<file path="config.mk">
export PLATFORM = sky130hd
export DESIGN_NAME = aepu_top
export DESIGN_NICKNAME = d
export VERILOG_FILES = /design/src/core/aepu_pkg.sv /design/src/core/aepu_widen.sv /design/src/core/aepu_top.sv
export SDC_FILE = /design/constraint.sdc
export NUM_CORES = 1
export LEC_CHECK = 0
export ABC_AREA = 1
export BUFFER_PORTS_ARGS = -buffer_cell sky130_fd_sc_hd__buf_4
export CAP_MARGIN = 20
export CORE_MARGIN = 10
export CORE_UTILIZATION = 50
export CTS_BUF_LIST = sky130_fd_sc_hd__clkbuf_2
export CTS_CLUSTER_SIZE = 30
export DETAILED_ROUTE_END_ITERATION = 7
export PLACE_DENSITY_LB_ADDON = 0.1
export RECOVER_POWER = 100
export SLEW_MARGIN = 15
export SYNTH_ARGS = -nofsm -noshare
export SYNTH_HDL_FRONTEND = slang
export SYNTH_HIERARCHICAL = 1
export SYNTH_SLANG_ARGS = --single-unit
</file>
<file path="constraint.sdc">
create_clock -name clk_i -period 1.35 [get_ports clk_i]
set_input_delay 0.0675 -clock clk_i [delete_from_list [all_inputs] [get_ports clk_i]]
set_output_delay 0.0675 -clock clk_i [all_outputs]
set_load 0.03 [all_outputs]
</file>
<file path="src/core/aepu_pkg.sv">
// aepu_pkg: shared types and constants of the operand-extension prefix unit
// assumes one core clock; decode hands in one-cycle instruction strobes
package aepu_pkg;
  localparam int unsigned EXT_W          = 8;
  localparam logic [7:0]  EXT_RESET      = 8'h00;   // content undefined, zero chosen
  localparam logic [3:0]  FLAG_RESET     = 4'h0;
  localparam int unsigned FLAG_Z_BIT     = 0;
  localparam int unsigned FLAG_C_BIT     = 1;
  localparam int unsigned FLAG_I_BIT     = 2;
  localparam int unsigned FLAG_E_BIT     = 3;
  localparam logic [15:0] X_PAGE_BASE    = 16'h0000;
  localparam logic [15:0] Y_PAGE_BASE    = 16'hFF00;
  localparam logic [7:0]  CMP_HIGH_ALL   = 8'hFF;

  typedef enum logic [3:0] {
    AEPU_OP_NONE,
    AEPU_OP_EXT_LOAD_IMM,   // load_byte_op into extension_byte_reg, immediate_byte
    AEPU_OP_EXT_LOAD_BA,    // load_byte_op into extension_byte_reg, byte_accumulator_pair
    AEPU_OP_EXT_READ,       // load_byte_op extension_byte_reg to byte_accumulator_pair
    AEPU_OP_FLAG_LOAD_A,    // whole flag write from accumulator_low
    AEPU_OP_FLAG_LOAD_IMM,
    AEPU_OP_FLAG_AND,
    AEPU_OP_FLAG_OR,
    AEPU_OP_FLAG_XOR,
    AEPU_OP_FLAG_RESTORE,   // interrupt_return_op or flag pop
    AEPU_OP_OTHER           // any other executed instruction
  } aepu_op_t;

  typedef enum logic [2:0] {
    AEPU_OPD_NONE,
    AEPU_OPD_X_INDIRECT,    // 4-bit access through first index
    AEPU_OPD_Y_INDIRECT,    // 4-bit access through second index
    AEPU_OPD_INDEX_LOAD,    // index low byte load
    AEPU_OPD_INDEX_ADD,     // index add signed_byte_offset
    AEPU_OPD_INDEX_CMP,     // compare_op on index
    AEPU_OPD_REL_BRANCH     // relative jumps, conditional forms, relative_call_op
  } aepu_opd_t;

  typedef struct packed {
    logic       valid;      // one-cycle strobe: instruction executes now
    aepu_op_t   op;
    aepu_opd_t  opd;
    logic [7:0] operand;    // immediate_byte or signed_byte_offset
    logic [7:0] ba;         // byte_accumulator_pair
    logic [3:0] a_low;      // accumulator_low / imm4 for flag ops
    logic [3:0] flag_data;  // restored flag image
    logic [15:0] index;     // current index register value
  } aepu_exec_t;

  typedef struct packed {
    logic        valid;
    logic        extended;  // extension applied to this instruction
    logic [15:0] value;     // widened operand, address or displacement
    logic [7:0]  ba_read;   // extension_byte_reg copy for read form
  } aepu_result_t;
endpackage

</file>
<file path="src/core/aepu_widen.sv">
// aepu_widen: combinational operand widening for the executing instruction
// assumes its output is registered by the caller
`timescale 1ns/10ps
`default_nettype none
module aepu_widen (
  input  wire aepu_pkg::aepu_opd_t opd_i,
  input  wire logic [7:0]          operand_i,
  input  wire logic [7:0]          ext_i,
  input  wire logic                ext_on_i,
  input  wire logic [15:0]         index_i,
  output logic [15:0]              value_o
);
  import aepu_pkg::*;

  // extension supplies high byte (low byte behind the page base for indirect); otherwise index or 8-bit forms
  always_comb begin
    value_o = {8'h00, operand_i};
    unique case (opd_i)
      AEPU_OPD_NONE:       value_o = {8'h00, operand_i};
      AEPU_OPD_X_INDIRECT: value_o = ext_on_i ? (X_PAGE_BASE | {8'h00, ext_i}) : index_i;
      AEPU_OPD_Y_INDIRECT: value_o = ext_on_i ? (Y_PAGE_BASE | {8'h00, ext_i}) : index_i;
      AEPU_OPD_INDEX_LOAD: value_o = ext_on_i ? {ext_i, operand_i}
                                              : {index_i[15:8], operand_i};
      AEPU_OPD_INDEX_ADD:  value_o = ext_on_i ? {ext_i, operand_i}
                                              : {{8{operand_i[7]}}, operand_i};
      // compare subtracts the complement: high byte is FFH minus extension
      AEPU_OPD_INDEX_CMP:  value_o = ext_on_i ? {CMP_HIGH_ALL - ext_i, operand_i}
                                              : {8'h00, operand_i};
      // signed displacement, -128..+127 plain, full 16-bit extended
      AEPU_OPD_REL_BRANCH: value_o = ext_on_i ? {ext_i, operand_i}
                                              : {{8{operand_i[7]}}, operand_i};
      default:             value_o = {8'h00, operand_i};
    endcase
  end
endmodule
`default_nettype wire

</file>
<file path="src/core/aepu_top.sv">
// aepu_top: extension register, extension-valid flag and interrupt hold-off
// assumes decode presents one executing instruction per valid strobe
// assumes flag arithmetic and interrupt entry arrive as one-cycle pulses
// assumes the index value on exec_i is the register named by the operand
`timescale 1ns/10ps
`default_nettype none
module aepu_top (
  input  wire logic                  clk_i,
  input  wire logic                  reset_n_i,
  input  wire aepu_pkg::aepu_exec_t  exec_i,
  input  wire logic                  irq_pending_i,  // any interrupt incl. nonmaskable
  input  wire logic                  flag_zc_we_i,   // arithmetic update of zero/carry
  input  wire logic [1:0]            flag_zc_i,
  input  wire logic                  irq_entry_i,    // core enters interrupt: clears I
  output aepu_pkg::aepu_result_t     result_o,
  output logic [3:0]                 flag_o,
  output logic                       irq_accept_o
);
  import aepu_pkg::*;

  logic [7:0]   ext_q, ext_d;
  logic [3:0]   flag_q, flag_d;
  logic         hold_q, hold_d;
  logic         accept_q, accept_d;
  aepu_result_t res_q, res_d;
  logic [15:0]  wide_value;
  logic         ext_on;
  logic         ext_write;
  logic         flag_write;
  logic         read_op;
  logic         ext_capable;
  logic [3:0]   flag_op_val;

  // the flag in effect for the executing instruction is the stored E bit
  assign ext_on = flag_q[FLAG_E_BIT];

  // only operand kinds that take the extension may report it
  assign ext_capable = exec_i.opd != AEPU_OPD_NONE;

  // decode of the executing instruction into register actions
  always_comb begin
    ext_write  = 1'b0;
    flag_write = 1'b0;
    read_op    = 1'b0;
    if (exec_i.valid) begin
      unique case (exec_i.op)
        AEPU_OP_EXT_LOAD_IMM,
        AEPU_OP_EXT_LOAD_BA:   ext_write  = 1'b1;
        AEPU_OP_FLAG_LOAD_A,
        AEPU_OP_FLAG_LOAD_IMM,
        AEPU_OP_FLAG_AND,
        AEPU_OP_FLAG_OR,
        AEPU_OP_FLAG_XOR,
        AEPU_OP_FLAG_RESTORE:  flag_write = 1'b1;
        AEPU_OP_EXT_READ:      read_op    = 1'b1;
        AEPU_OP_NONE,
        AEPU_OP_OTHER:         ;
        // unused codes raise no write or read action; E is still consumed
        default:               ;
      endcase
    end
  end

  // widening is combinational; the result register captures it
  aepu_widen u_widen (
    .opd_i     (exec_i.opd),
    .operand_i (exec_i.operand),
    .ext_i     (ext_q),
    .ext_on_i  (ext_on),
    .index_i   (exec_i.index),
    .value_o   (wide_value)
  );

  // extension register next value; it survives the flag clearing
  always_comb begin
    ext_d = ext_q;
    if (ext_write) begin
      unique case (exec_i.op)
        AEPU_OP_EXT_LOAD_IMM: ext_d = exec_i.operand;
        AEPU_OP_EXT_LOAD_BA:  ext_d = exec_i.ba;
        default:              ext_d = ext_q;
      endcase
    end
  end

  // value a flag instruction writes; whole writes take a_low as imm4 or A
  always_comb begin
    flag_op_val = flag_q;
    unique case (exec_i.op)
      AEPU_OP_FLAG_LOAD_A:   flag_op_val = exec_i.a_low;
      AEPU_OP_FLAG_LOAD_IMM: flag_op_val = exec_i.a_low;
      AEPU_OP_FLAG_AND:      flag_op_val = flag_q & exec_i.a_low;
      AEPU_OP_FLAG_OR:       flag_op_val = flag_q | exec_i.a_low;
      AEPU_OP_FLAG_XOR:      flag_op_val = flag_q ^ exec_i.a_low;
      AEPU_OP_FLAG_RESTORE:  flag_op_val = exec_i.flag_data;
      default:               flag_op_val = flag_q;
    endcase
  end

  // flag register next value; the executing instruction consumes E
  always_comb begin
    flag_d = flag_q;
    if (exec_i.valid) begin
      flag_d[FLAG_E_BIT] = 1'b0;
    end
    // arithmetic and interrupt entry touch only Z, C and I
    if (flag_zc_we_i) begin
      flag_d[FLAG_C_BIT] = flag_zc_i[1];
      flag_d[FLAG_Z_BIT] = flag_zc_i[0];
    end
    if (irq_entry_i) begin
      flag_d[FLAG_I_BIT] = 1'b0;
    end
    // a prefix load sets E after the auto clear, so the set wins
    if (ext_write) begin
      flag_d[FLAG_E_BIT] = 1'b1;
    end else if (flag_write) begin
      flag_d = flag_op_val;
    end
  end

  // interrupt hold-off: a prefix write blocks acceptance for one instruction
  always_comb begin
    hold_d = hold_q;
    if (exec_i.valid) begin
      // only a prefix or flag write holds the next instruction
      hold_d = ext_write || flag_write;
    end
  end

  // never accept while the extension is pending, so the saved E stays clear
  always_comb begin
    accept_d = 1'b0;
    if (irq_pending_i && !hold_q && !flag_q[FLAG_E_BIT]) begin
      accept_d = !ext_write && !flag_write;
    end
  end

  // result of the executing instruction; the read copy holds between reads
  always_comb begin
    res_d          = '0;
    res_d.valid    = exec_i.valid;
    if (exec_i.valid) begin
      res_d.extended = ext_on && ext_capable;
    end
    res_d.value    = wide_value;
    res_d.ba_read  = read_op ? ext_q : res_q.ba_read;
  end

  // extension register; content is undefined to software, cleared for determinism
  always_ff @(posedge clk_i or negedge reset_n_i) begin
    if (!reset_n_i) begin
      ext_q <= EXT_RESET;
    end else begin
      ext_q <= ext_d;
    end
  end

  // flag register; E starts clear so the first instruction is never extended
  always_ff @(posedge clk_i or negedge reset_n_i) begin
    if (!reset_n_i) begin
      flag_q <= FLAG_RESET;
    end else begin
      flag_q <= flag_d;
    end
  end

  // interrupt hold-off state
  always_ff @(posedge clk_i or negedge reset_n_i) begin
    if (!reset_n_i) begin
      hold_q <= 1'b0;
    end else begin
      hold_q <= hold_d;
    end
  end

  // interrupt accept level
  always_ff @(posedge clk_i or negedge reset_n_i) begin
    if (!reset_n_i) begin
      accept_q <= 1'b0;
    end else begin
      accept_q <= accept_d;
    end
  end

  // result register
  always_ff @(posedge clk_i or negedge reset_n_i) begin
    if (!reset_n_i) begin
      res_q <= '0;
    end else begin
      res_q <= res_d;
    end
  end

  // outputs come straight from their registers
  assign result_o     = res_q;
  assign flag_o       = flag_q;
  assign irq_accept_o = accept_q;
endmodule
`default_nettype wire

</file>
=== After elaboration in Yosys (flattened, before gate mapping) ===
Index checks and enable logic that the tools add are counted.

* Memory bits (read-only): 0
* Latch bits: 0
* Memory bits (writable): 0
* Memories kept: 0
* Register bits: 40
* Logic and storage cells: 69

* Multiply operators: 0
* $add $sub $neg: 1
* Shift operators: 0
* Eq/ne operators: 16
* Div/mod/pow operators: 0
* Multiplexer cells: 22
* Bitwise operators: 3
* Reduce and logical (&&, ||, !) cells: 18
* $lt $le $gt $ge: 0

{| class="wikitable"
|+ Operators with widths
! cell !! number
|-
| 16-bit 2-to-1 mux || 5
|-
| 16-bit case mux with 5 select lines || 1
|-
| 4-bit case mux with 5 select lines || 1
|-
| 4-bit by 3-bit == test with 1-bit output (second input constant) || 4
|-
| 8-bit case mux with 2 select lines || 1
|-
| 1-bit 2-to-1 mux || 11
|-
| 3-bit == test (second input constant) || 3
|-
| 4-bit by 2-bit == test with 1-bit output (second input constant) || 2
|-
| 4-bit == test (second input constant) || 2
|-
| 8-bit subtractor (first input constant) || 1
|-
| 7-bit by 3-bit != test with 1-bit output (second input constant) || 1
|-
| 3-bit by 2-bit == test with 1-bit output (second input constant) || 2
|-
| 3-bit nonzero test || 2
|-
| 2-bit OR reduction || 3
|-
| 6-bit OR reduction || 1
|-
| 4-bit bitwise AND || 1
|-
| 4-bit by 1-bit == test with 1-bit output (second input constant) || 1
|-
| 1-bit logical AND || 4
|-
| 1-bit logical NOT || 4
|-
| 4-bit 2-to-1 mux || 1
|-
| 4-bit OR || 1
|-
| 2-bit AND reduction || 2
|-
| 4-bit bitwise XOR || 1
|-
| 3-bit by 1-bit == test with 1-bit output (second input constant) || 1
|-
| 4 further kinds || 4
|}

=== Logic depth before layout (Yosys ltp) ===
Gate-level depths: netlist (run 1).

* Word-level depth: 7
* Mapped depth: 9
* Mapped depth without buffers: 9

=== Modules after synthesis ===
The synthesis (run 1) kept the hierarchy.

{| class="wikitable"
|+ By module, submodules not included
! module !! instances !! cells each !! seq. area each (µm²) !! area each (µm²)
|-
| aepu_top || 1 || 196 || 1001.0 || 1825.5
|-
| aepu_widen || 1 || 140 || 0.0 || 675.6
|}

=== Worst setup path after synthesis (run 1) ===
No wires, ideal clock.

* Path kind: register to register
* From: register flag_q[3] (netlist: flag_o[3])
* To: register flag_q[3] (netlist: flag_o[3])
* Path buffers: 0
* Arrival: 1267 ps
* Data required time: 1231 ps
* Setup slack: -36 ps
* Setup time: 119 ps
* Cell stages (with the launch flop): 9
* Cell sequence: dfrtp_1 > inv_1 > ha_1 > nand3_1 > nand2_1 > nor2_1 > nand2_1 > nand2_1 > nand2_1

* Word-level cells in the longest chain between the ends: 4

{| class="wikitable"
|+ RTL lines
! element !! RTL line !! RTL
|-
| start, declared || aepu_top.sv:22 || <nowiki>logic [3:0] flag_q, flag_d;</nowiki>
|-
| start signal, assigned || aepu_top.sv:164 || <nowiki>flag_q <= flag_d;</nowiki>
|-
| 4-bit bitwise XOR (tied with other cells) || aepu_top.sv:94 || <nowiki>AEPU_OP_FLAG_XOR: flag_op_val = flag_q ^ exec_i.a_low;</nowiki>
|-
| 4-bit case mux with 5 select lines (*) || aepu_top.sv:89 || <nowiki>unique case (exec_i.op)</nowiki>
|-
| 4-bit 2-to-1 mux (*) || aepu_top.sv:117 || <nowiki>end else if (flag_write) begin</nowiki>
|-
| 1-bit 2-to-1 mux (*) || aepu_top.sv:115 || <nowiki>if (ext_write) begin</nowiki>
|}

Mark *: on every way between the ends. The rest lies on a longest branch, timed or not.
A chain may end at the register's enable or synchronous reset.

=== Final worst setup path (run 1) ===
* From: input exec_i[47] in the netlist's numbering
* To: register ext_q[2]

* Word-level cells in the longest chain between the ends: 2

{| class="wikitable"
|+ RTL lines
! element !! RTL line !! RTL
|-
| start, declared || aepu_top.sv:10 || <nowiki>input wire aepu_pkg::aepu_exec_t exec_i,</nowiki>
|-
| 1-bit 2-to-1 mux || aepu_top.sv:45 || <nowiki>if (exec_i.valid) begin</nowiki>
|-
| 2-bit AND reduction (no source line) || - ||
|-
| end signal, assigned || aepu_top.sv:155 || <nowiki>ext_q <= ext_d;</nowiki>
|-
| end, declared || aepu_top.sv:21 || <nowiki>logic [7:0] ext_q, ext_d;</nowiki>
|}

No other way between the ends.

==> impl_metrics.yaml, run 1 <==
cts:
  clock_sinks: 40
  worstSkewPairLatency_ns: 0.39
  numCtsBuffers: 5
  clk_pin_slew_ns: 0.22
  cts_buffer_depth: 2
  htreeDepth: 2
  root_buffer: "clkbuf_2"
  cts_tree: "yes"
synth:
  synth_area_per_cell_um2: 7.444
  synth-seq-area-share_pct: 40.02
  synth_seq_cells: 40
  synthFlopType: "dfrtp_1"
  netlist.area_leader.share_pct: 40.02
  synth_edf_count: 0
  synth_area_leader_cell: "dfrtp_1"
  synth_area_leaders: "dfrtp_1 (40%), nand2_1 (14%), nand3_1 (8.4%)"
  ys_warn_count: 6
  synth_fp_nets: 399
  synth_cells: 336
  syn_area_mm2: 0.002501
  synth.most_common_cell: "nand2_1"
  async_reset_ff_share_pct: 100.0
  yosysUniqueCellTypes: 29
  netlist_top_cells_count: "nand2_1 (90), nand3_1 (42), dfrtp_1 (40)"
worst_setup_path:
  path_max_fanout: 10
  start_kind: "input port"
  worstPathArrival_ns: 1.61
  worstPathRequired_ns: 1.69
  cp-end-kind: "flop"
  critPathKind: "in2reg"
placement:
  placedInstanceArea_mm2: 0.003187
  gp_congestion: 0.9332
  port_buffers: 85
  dp_hpwl_um: 5777
sta:
  whs_ns: 0.01592
  post-route-period-util_pct: 94.17
  finalHoldViolCount: 0
  worst_pin_slew_ns: 0.9963
  tns_ns: 0
  finClkSkew_ns: 0.002994
  finalSetupViolations: 0
  rsz0062_at_grt: "false"
  relSlewSlack_pct: 33.58
  maxSlewViolCount: 0
  min_period_ns: 1.271
  max_freq_mhz: 786.6
route:
  drtIter0Drc: 144
  drc_errors: 0
  num_vias: 2594
  drtAntennaViolNets: 0
  drt-wirelength-per-cell_um: 14.53
  dr.pass1.iters: 4
  drt_wl_total_um: 7685
  avgViaCountPerCell: 4.904
hold_path:
  hold_path.class: "in2reg"
floorplan:
  fp.dieArea_mm2: 0.008231
  core_area_mm2: 0.004786
  start_util_pct: 52.26
  die_h_um: 90.73
  row_count: 25
  die_w_um: 90.73
  io_pins: 86
finish:
  n_antenna_cell: 0
  nFillCells: 440
  area_growth_pct: 40.57
  stdcell_area_mm2: 0.003516
  drive_gt1_share_pct: 24.46
  nets: 524
global_routing:
  grt_max_degree: 41
  grt_pass1_vias: 2620
  grtUsageTotal_pct: 18.46
  antenna_found_initial: 0
  grt_overflow_total: 0
  grt_pass1_wl_um: 12720
run_status:
  status: "finished clean"
power:
  power_density_mw_per_mm2: 1072
  power_switching_uw: 1485
  pwr-share-seq_pct: 42.1
  p_int_uw: 2285
  p_leak_uw: 0.001841
  ir_worst_vdd_v: 0.0005368
  clock_power_share_pct: 19.9
  swShare_pct: 39.39
  p_comb_share_pct: 38.0
flow_run:
  max_cap_viol_count: 0
cells in the final DEF (no fill, tap or decap), drive strengths merged, types with 8 or more instances in the layout:
cell	count
nand2	94
buf	58
nand3	44
inv	42
dfrtp	40
nor2	38
clkbuf	37
dlygate4sd3	35
a21oi	21
or2	14
o21ai	10
ha	8
final timing paths:
check	from	to	slack, ns	depth (start not counted)
max in group asynchronous	reset_n_i	flag_o[3]$_DFFE_PN0P_	0.36	2
setup / recovery	exec_i[47]	ext_q[2]$_DFFE_PN0P_	0.08	6
hold reg to reg	result_o[2]$_DFFE_PN0P_	result_o[2]$_DFFE_PN0P_	0.54	1
setup reg to reg	flag_o[3]$_DFFE_PN0P_	result_o[19]$_DFF_PN0_	0.10	4
min in group asynchronous	reset_n_i	result_o[7]$_DFFE_PN0P_	0.33	2
hold / removal	exec_i[41]	result_o[24]$_DFF_PN0_	0.02	3
repair_timing:
item,4_1_cts,5_1_grt
endpoints found under the setup margin,0,7
resized for setup,0,2
hold buffers,34,1
endpoints found under the hold margin,71,1
setup buffers,0,1
through the flow:
step / setup slack, ns / instances / utilization, % / power [µW]
floorplan: 0.04277 / 336 / - / 2468
global placement: 0.09333 / 485 / 66.59 / 3053
detailed placement: 0.08388 / 485 / 66.59 / 3080
CTS: 0.05705 / 527 / 75.22 / 3905
global route: 0.005067 / 529 / 73.46 / 4010
finish: 0.07872 / 529 / 73.46 / 3769
worst max-delay path, stage by stage:
cell           delay [ns]
dlygate4sd3_1        0.53
buf_4                0.16
nand4_2              0.26
inv_1                0.37
nor2_1               0.08
a21oi_1              0.13
final cells by class:
class | instances | area (µm²) | area share [%]
Clock buffer | 5 | 25.02 | 0.7117
Clock inverter | 3 | 47.55 | 1.352
Inverter | 42 | 162.7 | 4.626
Multi-Input combinational cell | 247 | 1260 | 35.84
Sequential cell | 40 | 1002 | 28.51
Tap cell | 67 | 83.83 | 2.384
Timing Repair Buffer | 125 | 934.6 | 26.58
cells by family after synthesis:
family,share of synthesized area [%]
flip-flops,40.02
AND/OR/NAND/NOR,37.07
multiplexers,3.152
buffers and inverters,9.105
AO/OA/AOI/OAI,6.653
adder cells (fa/ha/maj),4.002
metal layers:
layer  part of all wire [%]  global-route usage, %  vias up
met1                     40                  20.48     1179
met2                     52                  33.41       85
met5                      0                      0        -
met3                    6.5                  5.237       10
met4                    1.4                  4.907        0
li1                       -                      -     1320
power by group through the flow:
| stage | clock network (µW) | registers (µW) | logic [µW] |
|---|---|---|---|
| 2_1_floorplan | 0 | 1940 | 529 |
| 3_3_place_gp | 0 | 1610 | 1440 |
| 3_5_place_dp | 0 | 1620 | 1460 |
| 4_1_cts | 766 | 1590 | 1550 |
| 5_1_grt | 815 | 1620 | 1570 |
| 6_report | 751 | 1590 | 1430 |
sequential cells by signal (all words and copies together), names as in the netlist:
register      count
irq_accept_o      1
flag_o            4
ext_q             8
hold_q            1
result_o         26
Note: power is estimated with default switching activity, not from simulation.
==> run 2, diff against run 1 <==
--- a/config.mk
+++ b/config.mk
@@ -5,11 +5,11 @@
 export SDC_FILE = /design/constraint.sdc
 export NUM_CORES = 1
 export LEC_CHECK = 0
-export ABC_AREA = 1
+export ABC_AREA = 0
 export BUFFER_PORTS_ARGS = -buffer_cell sky130_fd_sc_hd__buf_4
 export CAP_MARGIN = 20
 export CORE_MARGIN = 10
-export CORE_UTILIZATION = 50
+export CORE_UTILIZATION = 46
 export CTS_BUF_LIST = sky130_fd_sc_hd__clkbuf_2
 export CTS_CLUSTER_SIZE = 30
 export DETAILED_ROUTE_END_ITERATION = 7
==> constraint.sdc (replaced) <==
create_clock -name clk_i -period 1.1 [get_ports clk_i]
set_input_delay 0.055 -clock clk_i [delete_from_list [all_inputs] [get_ports clk_i]]
set_output_delay 0.055 -clock clk_i [all_outputs]
set_load 0.03 [all_outputs]
==> run 2 against run 1 <==
Against the previous run: the flow now finishes with violations (setup timing); critical path type is now reg2reg; global-route usage decreased by 0.23 points; combinational power increased by 78%; critical path depth unchanged; core utilization increased by 14 points; power increased by 44%.
==> impl_metrics.yaml, run 2 <==
cts:
  htreeDepth: 2
  cts_buffer_depth: 2
  clk_pin_slew_ns: 0.22
  worstSkewPairLatency_ns: 0.42
  root_buffer: "clkbuf_2"
  clock_sinks: 40
  cts_tree: "yes"
  numCtsBuffers: 5
worst_setup_path:
  cp.buffers_inverters: 1
  r2r_slack_ns: -0.30
  worstPathRequired_ns: 1.41
  cp-end-kind: "flop"
  path_max_fanout: 3
  start_kind: "flop"
  critPathKind: "reg2reg"
  worstPathArrival_ns: 1.71
  worstPathCellList: "inv_2 > ha_4 > mux2i_1 > a22oi_1 > a31oi_1 > o221ai_1"
  path_delay_family: "flip-flops"
  max_stage_delay_ns: 0.49
  slowest_stage: "dfrtp_2"
route:
  drc_errors: 0
  drt_wl_total_um: 8733
  avgViaCountPerCell: 5.310
  drt-wirelength-per-cell_um: 19.32
  drtIter0Drc: 106
  dr.pass1.iters: 4
  num_vias: 2400
  drtAntennaViolNets: 0
run_status:
  status: "finished with violations"
  violations: "setup timing"
sta:
  rsz0062_at_grt: "true"
  worst_pin_slew_ns: 0.9975
  post-route-period-util_pct: 127.6
  max_freq_mhz: 712.3
  finalHoldViolCount: 0
  maxSlewViolCount: 0
  finClkSkew_ns: 0.01830
  relSlewSlack_pct: 33.50
  min_period_ns: 1.404
  finalSetupViolations: 34
  setup_ws_ns: -0.3040
finish:
  final_cells: 452
  area_growth_pct: 82.77
  largest_register_ffs: 26
  drive_gt1_share_pct: 52.99
  n_antenna_cell: 0
  nets: 447
  mostFrequentLayoutCells: "buf_4 (94), dlygate4sd3_1 (42), dfrtp_1 (36)"
  post-route-util_pct: 87.39
  stdcell_area_mm2: 0.004155
  layout_commonest_cell: "buf_4"
  nFillCells: 248
synth:
  synth.most_common_cell: "dfrtp_1"
  netlist.area_leader.share_pct: 44.03
  ys_warn_count: 6
  synth_top_family_by_area: "multiplexers"
  syn_area_mm2: 0.002273
  netlist_top_cells_count: "dfrtp_1 (40), nand2_1 (27), mux2_2 (21)"
  synth-simple-area-share_pct: 13.43
  muxShareOfSynthArea_pct: 16.79
  synth_fp_nets: 277
  synth_compound_area_share_pct: 15.80
  synth_seq_cells: 40
  synth_area_leader_cell: "dfrtp_1"
  async_reset_ff_share_pct: 100.0
  synth-seq-area-share_pct: 44.03
  synth_edf_count: 0
  synth_area_leaders: "dfrtp_1 (44%), mux2_2 (10%), nand2_1 (4.5%)"
  synth_cells: 214
  synthAdderAreaFrac_pct: 4.403
  yosys.area_share.xor_xnor_pct: 0.7705
  yosysUniqueCellTypes: 43
  synthFlopType: "dfrtp_1"
  synth_area_per_cell_um2: 10.62
floorplan:
  start_util_pct: 47.82
  row_count: 25
  fp.dieArea_mm2: 0.008154
  die_w_um: 90.30
  core_area_mm2: 0.004755
  die_h_um: 90.30
  io_pins: 86
global_routing:
  grt.busiest_layer: "met2"
  grt_use_met3_pct: 6.318
  grt_pass1_wl_um: 12300
  grt_max_degree: 41
  met2_usage_pct: 31.42
  grt_util_met1_pct: 21.04
  grt_overflow_total: 0
  antenna_found_initial: 0
  grtUsageTotal_pct: 18.24
  grt_pass1_vias: 2455
power:
  ir_worst_vdd_v: 0.0008719
  power_density_mw_per_mm2: 1306
  p_leak_uw: 0.001949
placement:
  dp_hpwl_um: 5044
  placedInstanceArea_mm2: 0.003256
  pre_cts_ws_ns: -0.2399
  port_buffers: 85
  gp_congestion: 0.8747
  place_inst: 388
hold_path:
  hold_path.class: "in2reg"
flow_run:
  max_cap_viol_count: 0
run 2: cell type report:
| type | count | area [µm²] | share of cell area [%] |
|---|---|---|---|
| Clock buffer | 5 | 25.02 | 0.6022 |
| Clock inverter | 3 | 46.29 | 1.114 |
| Inverter | 13 | 48.80 | 1.174 |
| Multi-Input combinational cell | 152 | 1381 | 33.24 |
| Sequential cell | 40 | 1006 | 24.21 |
| Tap cell | 67 | 83.83 | 2.017 |
| Timing Repair Buffer | 172 | 1564 | 37.64 |
run 2: cells by family (layout without fill, tap and decap cells):
kind of cell    after synthesis  after routing
compound gates               49             49
xor+xnor                      2              2
fa+ha+maj                     8              8
buf+inv                      22            193
flops                        40             40
mux                          34             34
simple gates                 59             59
run 2: path summary, 6_finish.rpt:
path,from,depth (start not counted),to
max,flag_o[3]$_DFFE_PN0P_,6,flag_o[3]$_DFFE_PN0P_
min,exec_i[17],5,flag_o[1]$_DFFE_PN0P_
max reg2reg,flag_o[3]$_DFFE_PN0P_,6,flag_o[3]$_DFFE_PN0P_
min reg2reg,hold_q$_DFFE_PN0P_,2,hold_q$_DFFE_PN0P_
max in group asynchronous,reset_n_i,2,flag_o[1]$_DFFE_PN0P_
min in group asynchronous,reset_n_i,2,result_o[6]$_DFFE_PN0P_
run 2: per-layer routing:
layer | routed length [µm] | up-vias
met5 | 0 | -
met4 | 117 | 0
met3 | 583 | 10
met2 | 4540 | 97
met1 | 3492 | 1177
li1 | - | 1116
run 2: per-stage QoR:
step	power, µW	setup TNS, ns	hold slack (ns)
after floorplan	2933	-4.538	-0.2406
after global placement	3769	-3.736	0.06085
after detailed placement	3809	-4.222	0.06239
after CTS	5032	-4.425	0.01860
after global routing	5676	-6.578	0.03902
final	5427	-4.882	0.05057
run 2: timing repair:
item | CTS | global route
endpoints found under the hold margin | 70 | 0
hold buffers | 42 | 0
pin swaps | 6 | 13
buffers inserted | 8 | 7
resized for setup | 21 | 43
setup endpoints to repair | 29 | 41
run 2: worst register-to-register path, cell delays in order (launching register included):
cell and delay [ns]:
dfrtp_2 0.49, inv_2 0.09, ha_4 0.19, mux2i_1 0.11, a22oi_1 0.10, a31oi_1 0.19
o221ai_1 0.14
run 2: report_power, final:
group	internal, µW	total [µW]	switching, µW
logic	1300	2550	1250
clock network	391	960	569
registers	1740	1910	177
==> run 3, diff against run 2 <==
--- a/config.mk
+++ b/config.mk
@@ -14,7 +14,6 @@
 export CTS_CLUSTER_SIZE = 30
 export DETAILED_ROUTE_END_ITERATION = 7
 export PLACE_DENSITY_LB_ADDON = 0.1
-export RECOVER_POWER = 100
 export SLEW_MARGIN = 15
 export SYNTH_ARGS = -nofsm -noshare
 export SYNTH_HDL_FRONTEND = slang
==> run 3 against run 2 <==
Against the previous run: the flow still finishes with violations (setup timing); maximum frequency stayed put; worst hold slack stayed put; combinational power hardly changed; power hardly changed; routed wire length hardly changed; critical path depth stayed put; register-to-register slack hardly changed; global-route usage stayed put; clock-buffer cell count stayed put; sequential share of layout area hardly changed; die area stayed put; cell area hardly changed.
==> impl_metrics.yaml, run 3 (synthesized netlist as in run 2, its figures left out) <==
power:
  ir_worst_vdd_v: 0.0008719
  p_leak_uw: 0.001950
  pwr-share-seq_pct: 35.3
  power_switching_uw: 1996
  swShare_pct: 36.77
  clock_power_share_pct: 17.7
  p_int_uw: 3433
  power_density_mw_per_mm2: 1306
  p_comb_share_pct: 47.0
sta:
  setup_ws_ns: -0.3040
  tns_ns: -4.882
  max_freq_mhz: 712.3
  maxSlewViolCount: 0
  finClkSkew_ns: 0.01830
  finalSetupViolations: 34
  post-route-period-util_pct: 127.6
  worst_pin_slew_ns: 0.5141
  whs_ns: 0.05057
  finalHoldViolCount: 0
  rsz0062_at_grt: "true"
  min_period_ns: 1.404
  relSlewSlack_pct: 65.72
route:
  drc_errors: 0
  avgViaCountPerCell: 5.310
  drt-wirelength-per-cell_um: 19.32
  num_vias: 2400
  drt_wl_total_um: 8734
  dr.pass1.iters: 4
  drtIter0Drc: 106
  drtAntennaViolNets: 0
finish:
  largest_register_ffs: 26
  area_growth_pct: 82.88
  mostFrequentLayoutCells: "buf_4 (95), dlygate4sd3_1 (42), dfrtp_1 (36)"
  drive_gt1_share_pct: 52.99
  layout_commonest_cell: "buf_4"
  nets: 447
  n_antenna_cell: 0
hold_path:
  hold_path.class: "in2reg"
global_routing:
  grt_overflow_total: 0
  antenna_found_initial: 0
  grt_pass1_vias: 2455
  grt_max_degree: 41
  grtUsageTotal_pct: 18.24
  grt_pass1_wl_um: 12300
floorplan:
  io_pins: 86
  die_h_um: 90.30
  fp.dieArea_mm2: 0.008154
  core_area_mm2: 0.004755
  start_util_pct: 47.82
  row_count: 25
  die_w_um: 90.30
run_status:
  violations: "setup timing"
  status: "finished with violations"
worst_setup_path:
  start_kind: "flop"
  worstPathArrival_ns: 1.71
  path_max_fanout: 3
  cp-end-kind: "flop"
  critPathKind: "reg2reg"
  worstPathRequired_ns: 1.41
cts:
  clk_pin_slew_ns: 0.22
  clock_sinks: 40
  worstSkewPairLatency_ns: 0.42
  root_buffer: "clkbuf_2"
  cts_tree: "yes"
  numCtsBuffers: 5
  htreeDepth: 2
  cts_buffer_depth: 2
placement:
  gp_congestion: 0.8747
  port_buffers: 85
  dp_hpwl_um: 5044
flow_run:
  max_cap_viol_count: 0
==> run 3: per-layer routing <==
layer  global-route usage (%)  wire, µm  up-vias
li1                         -         -     1116
met1                    21.04      3493     1177
met2                    31.42      4540       97
met3                    6.318       583       10
met4                    4.642       117        0
met5                        0         0        -
==> run 3: area by class of cell <==
type	instances	area, µm²
Clock inverter	3	46.29
Multi-Input combinational cell	152	1381
Sequential cell	40	1006
Timing Repair Buffer	172	1567
Inverter	13	48.80
Clock buffer	5	25.02
Tap cell	67	83.83
Fill cell	248	596.8
==> run 3: final timing paths <==
| check | from | end | slack, ns | cells after the start |
|---|---|---|---|---|
| worst max register to register | flag_o[3]$_DFFE_PN0P_ | flag_o[3]$_DFFE_PN0P_ | -0.30 | 6 |
| worst min-delay path | exec_i[17] | flag_o[1]$_DFFE_PN0P_ | 0.05 | 5 |
| min in group asynchronous | reset_n_i | result_o[6]$_DFFE_PN0P_ | 0.10 | 2 |
| max in group asynchronous | reset_n_i | flag_o[1]$_DFFE_PN0P_ | 0.60 | 2 |
| worst max-delay path | flag_o[3]$_DFFE_PN0P_ | flag_o[3]$_DFFE_PN0P_ | -0.30 | 6 |
| worst min register to register | hold_q$_DFFE_PN0P_ | hold_q$_DFFE_PN0P_ | 0.55 | 2 |
==> run 3: repair_timing <==
action / in CTS / in global routing
pin swaps: 6 / 13
buffers inserted: 8 / 7
setup endpoints to repair: 29 / 41
resized for setup: 21 / 43
endpoints found under the hold margin: 70 / 0
hold buffers: 42 / 0
==> run 3: metrics by stage <==
step                      total power, µW  utilization [%]  std cells  cell area [µm²]  setup slack, ns
final                                5429            87.45        452             4158          -0.3040
after CTS                            5032            82.05        446             3901          -0.2615
after detailed placement             3809            68.47        388             3256          -0.2399
after global routing                 5677            87.45        452             4158          -0.4446
after floorplan                      2933                -        214             2323          -0.3288
after global placement               3769            68.47        388             3256          -0.1811
==> run 3: worst max-delay path, stage by stage (launching register included) <==
cell and delay [ns]:
dfrtp_2 0.49, inv_2 0.09, ha_4 0.19, mux2i_1 0.11, a22oi_1 0.10, a31oi_1 0.19, o221ai_1 0.14
==> run 3: power groups by stage <==
stage	clock network, µW	registers, µW	logic, µW
detailed placement	0	1900	1910
finish	960	1910	2550
floorplan	0	2310	620
global route	1030	1950	2700
CTS	962	1880	2190
global placement	0	1890	1880
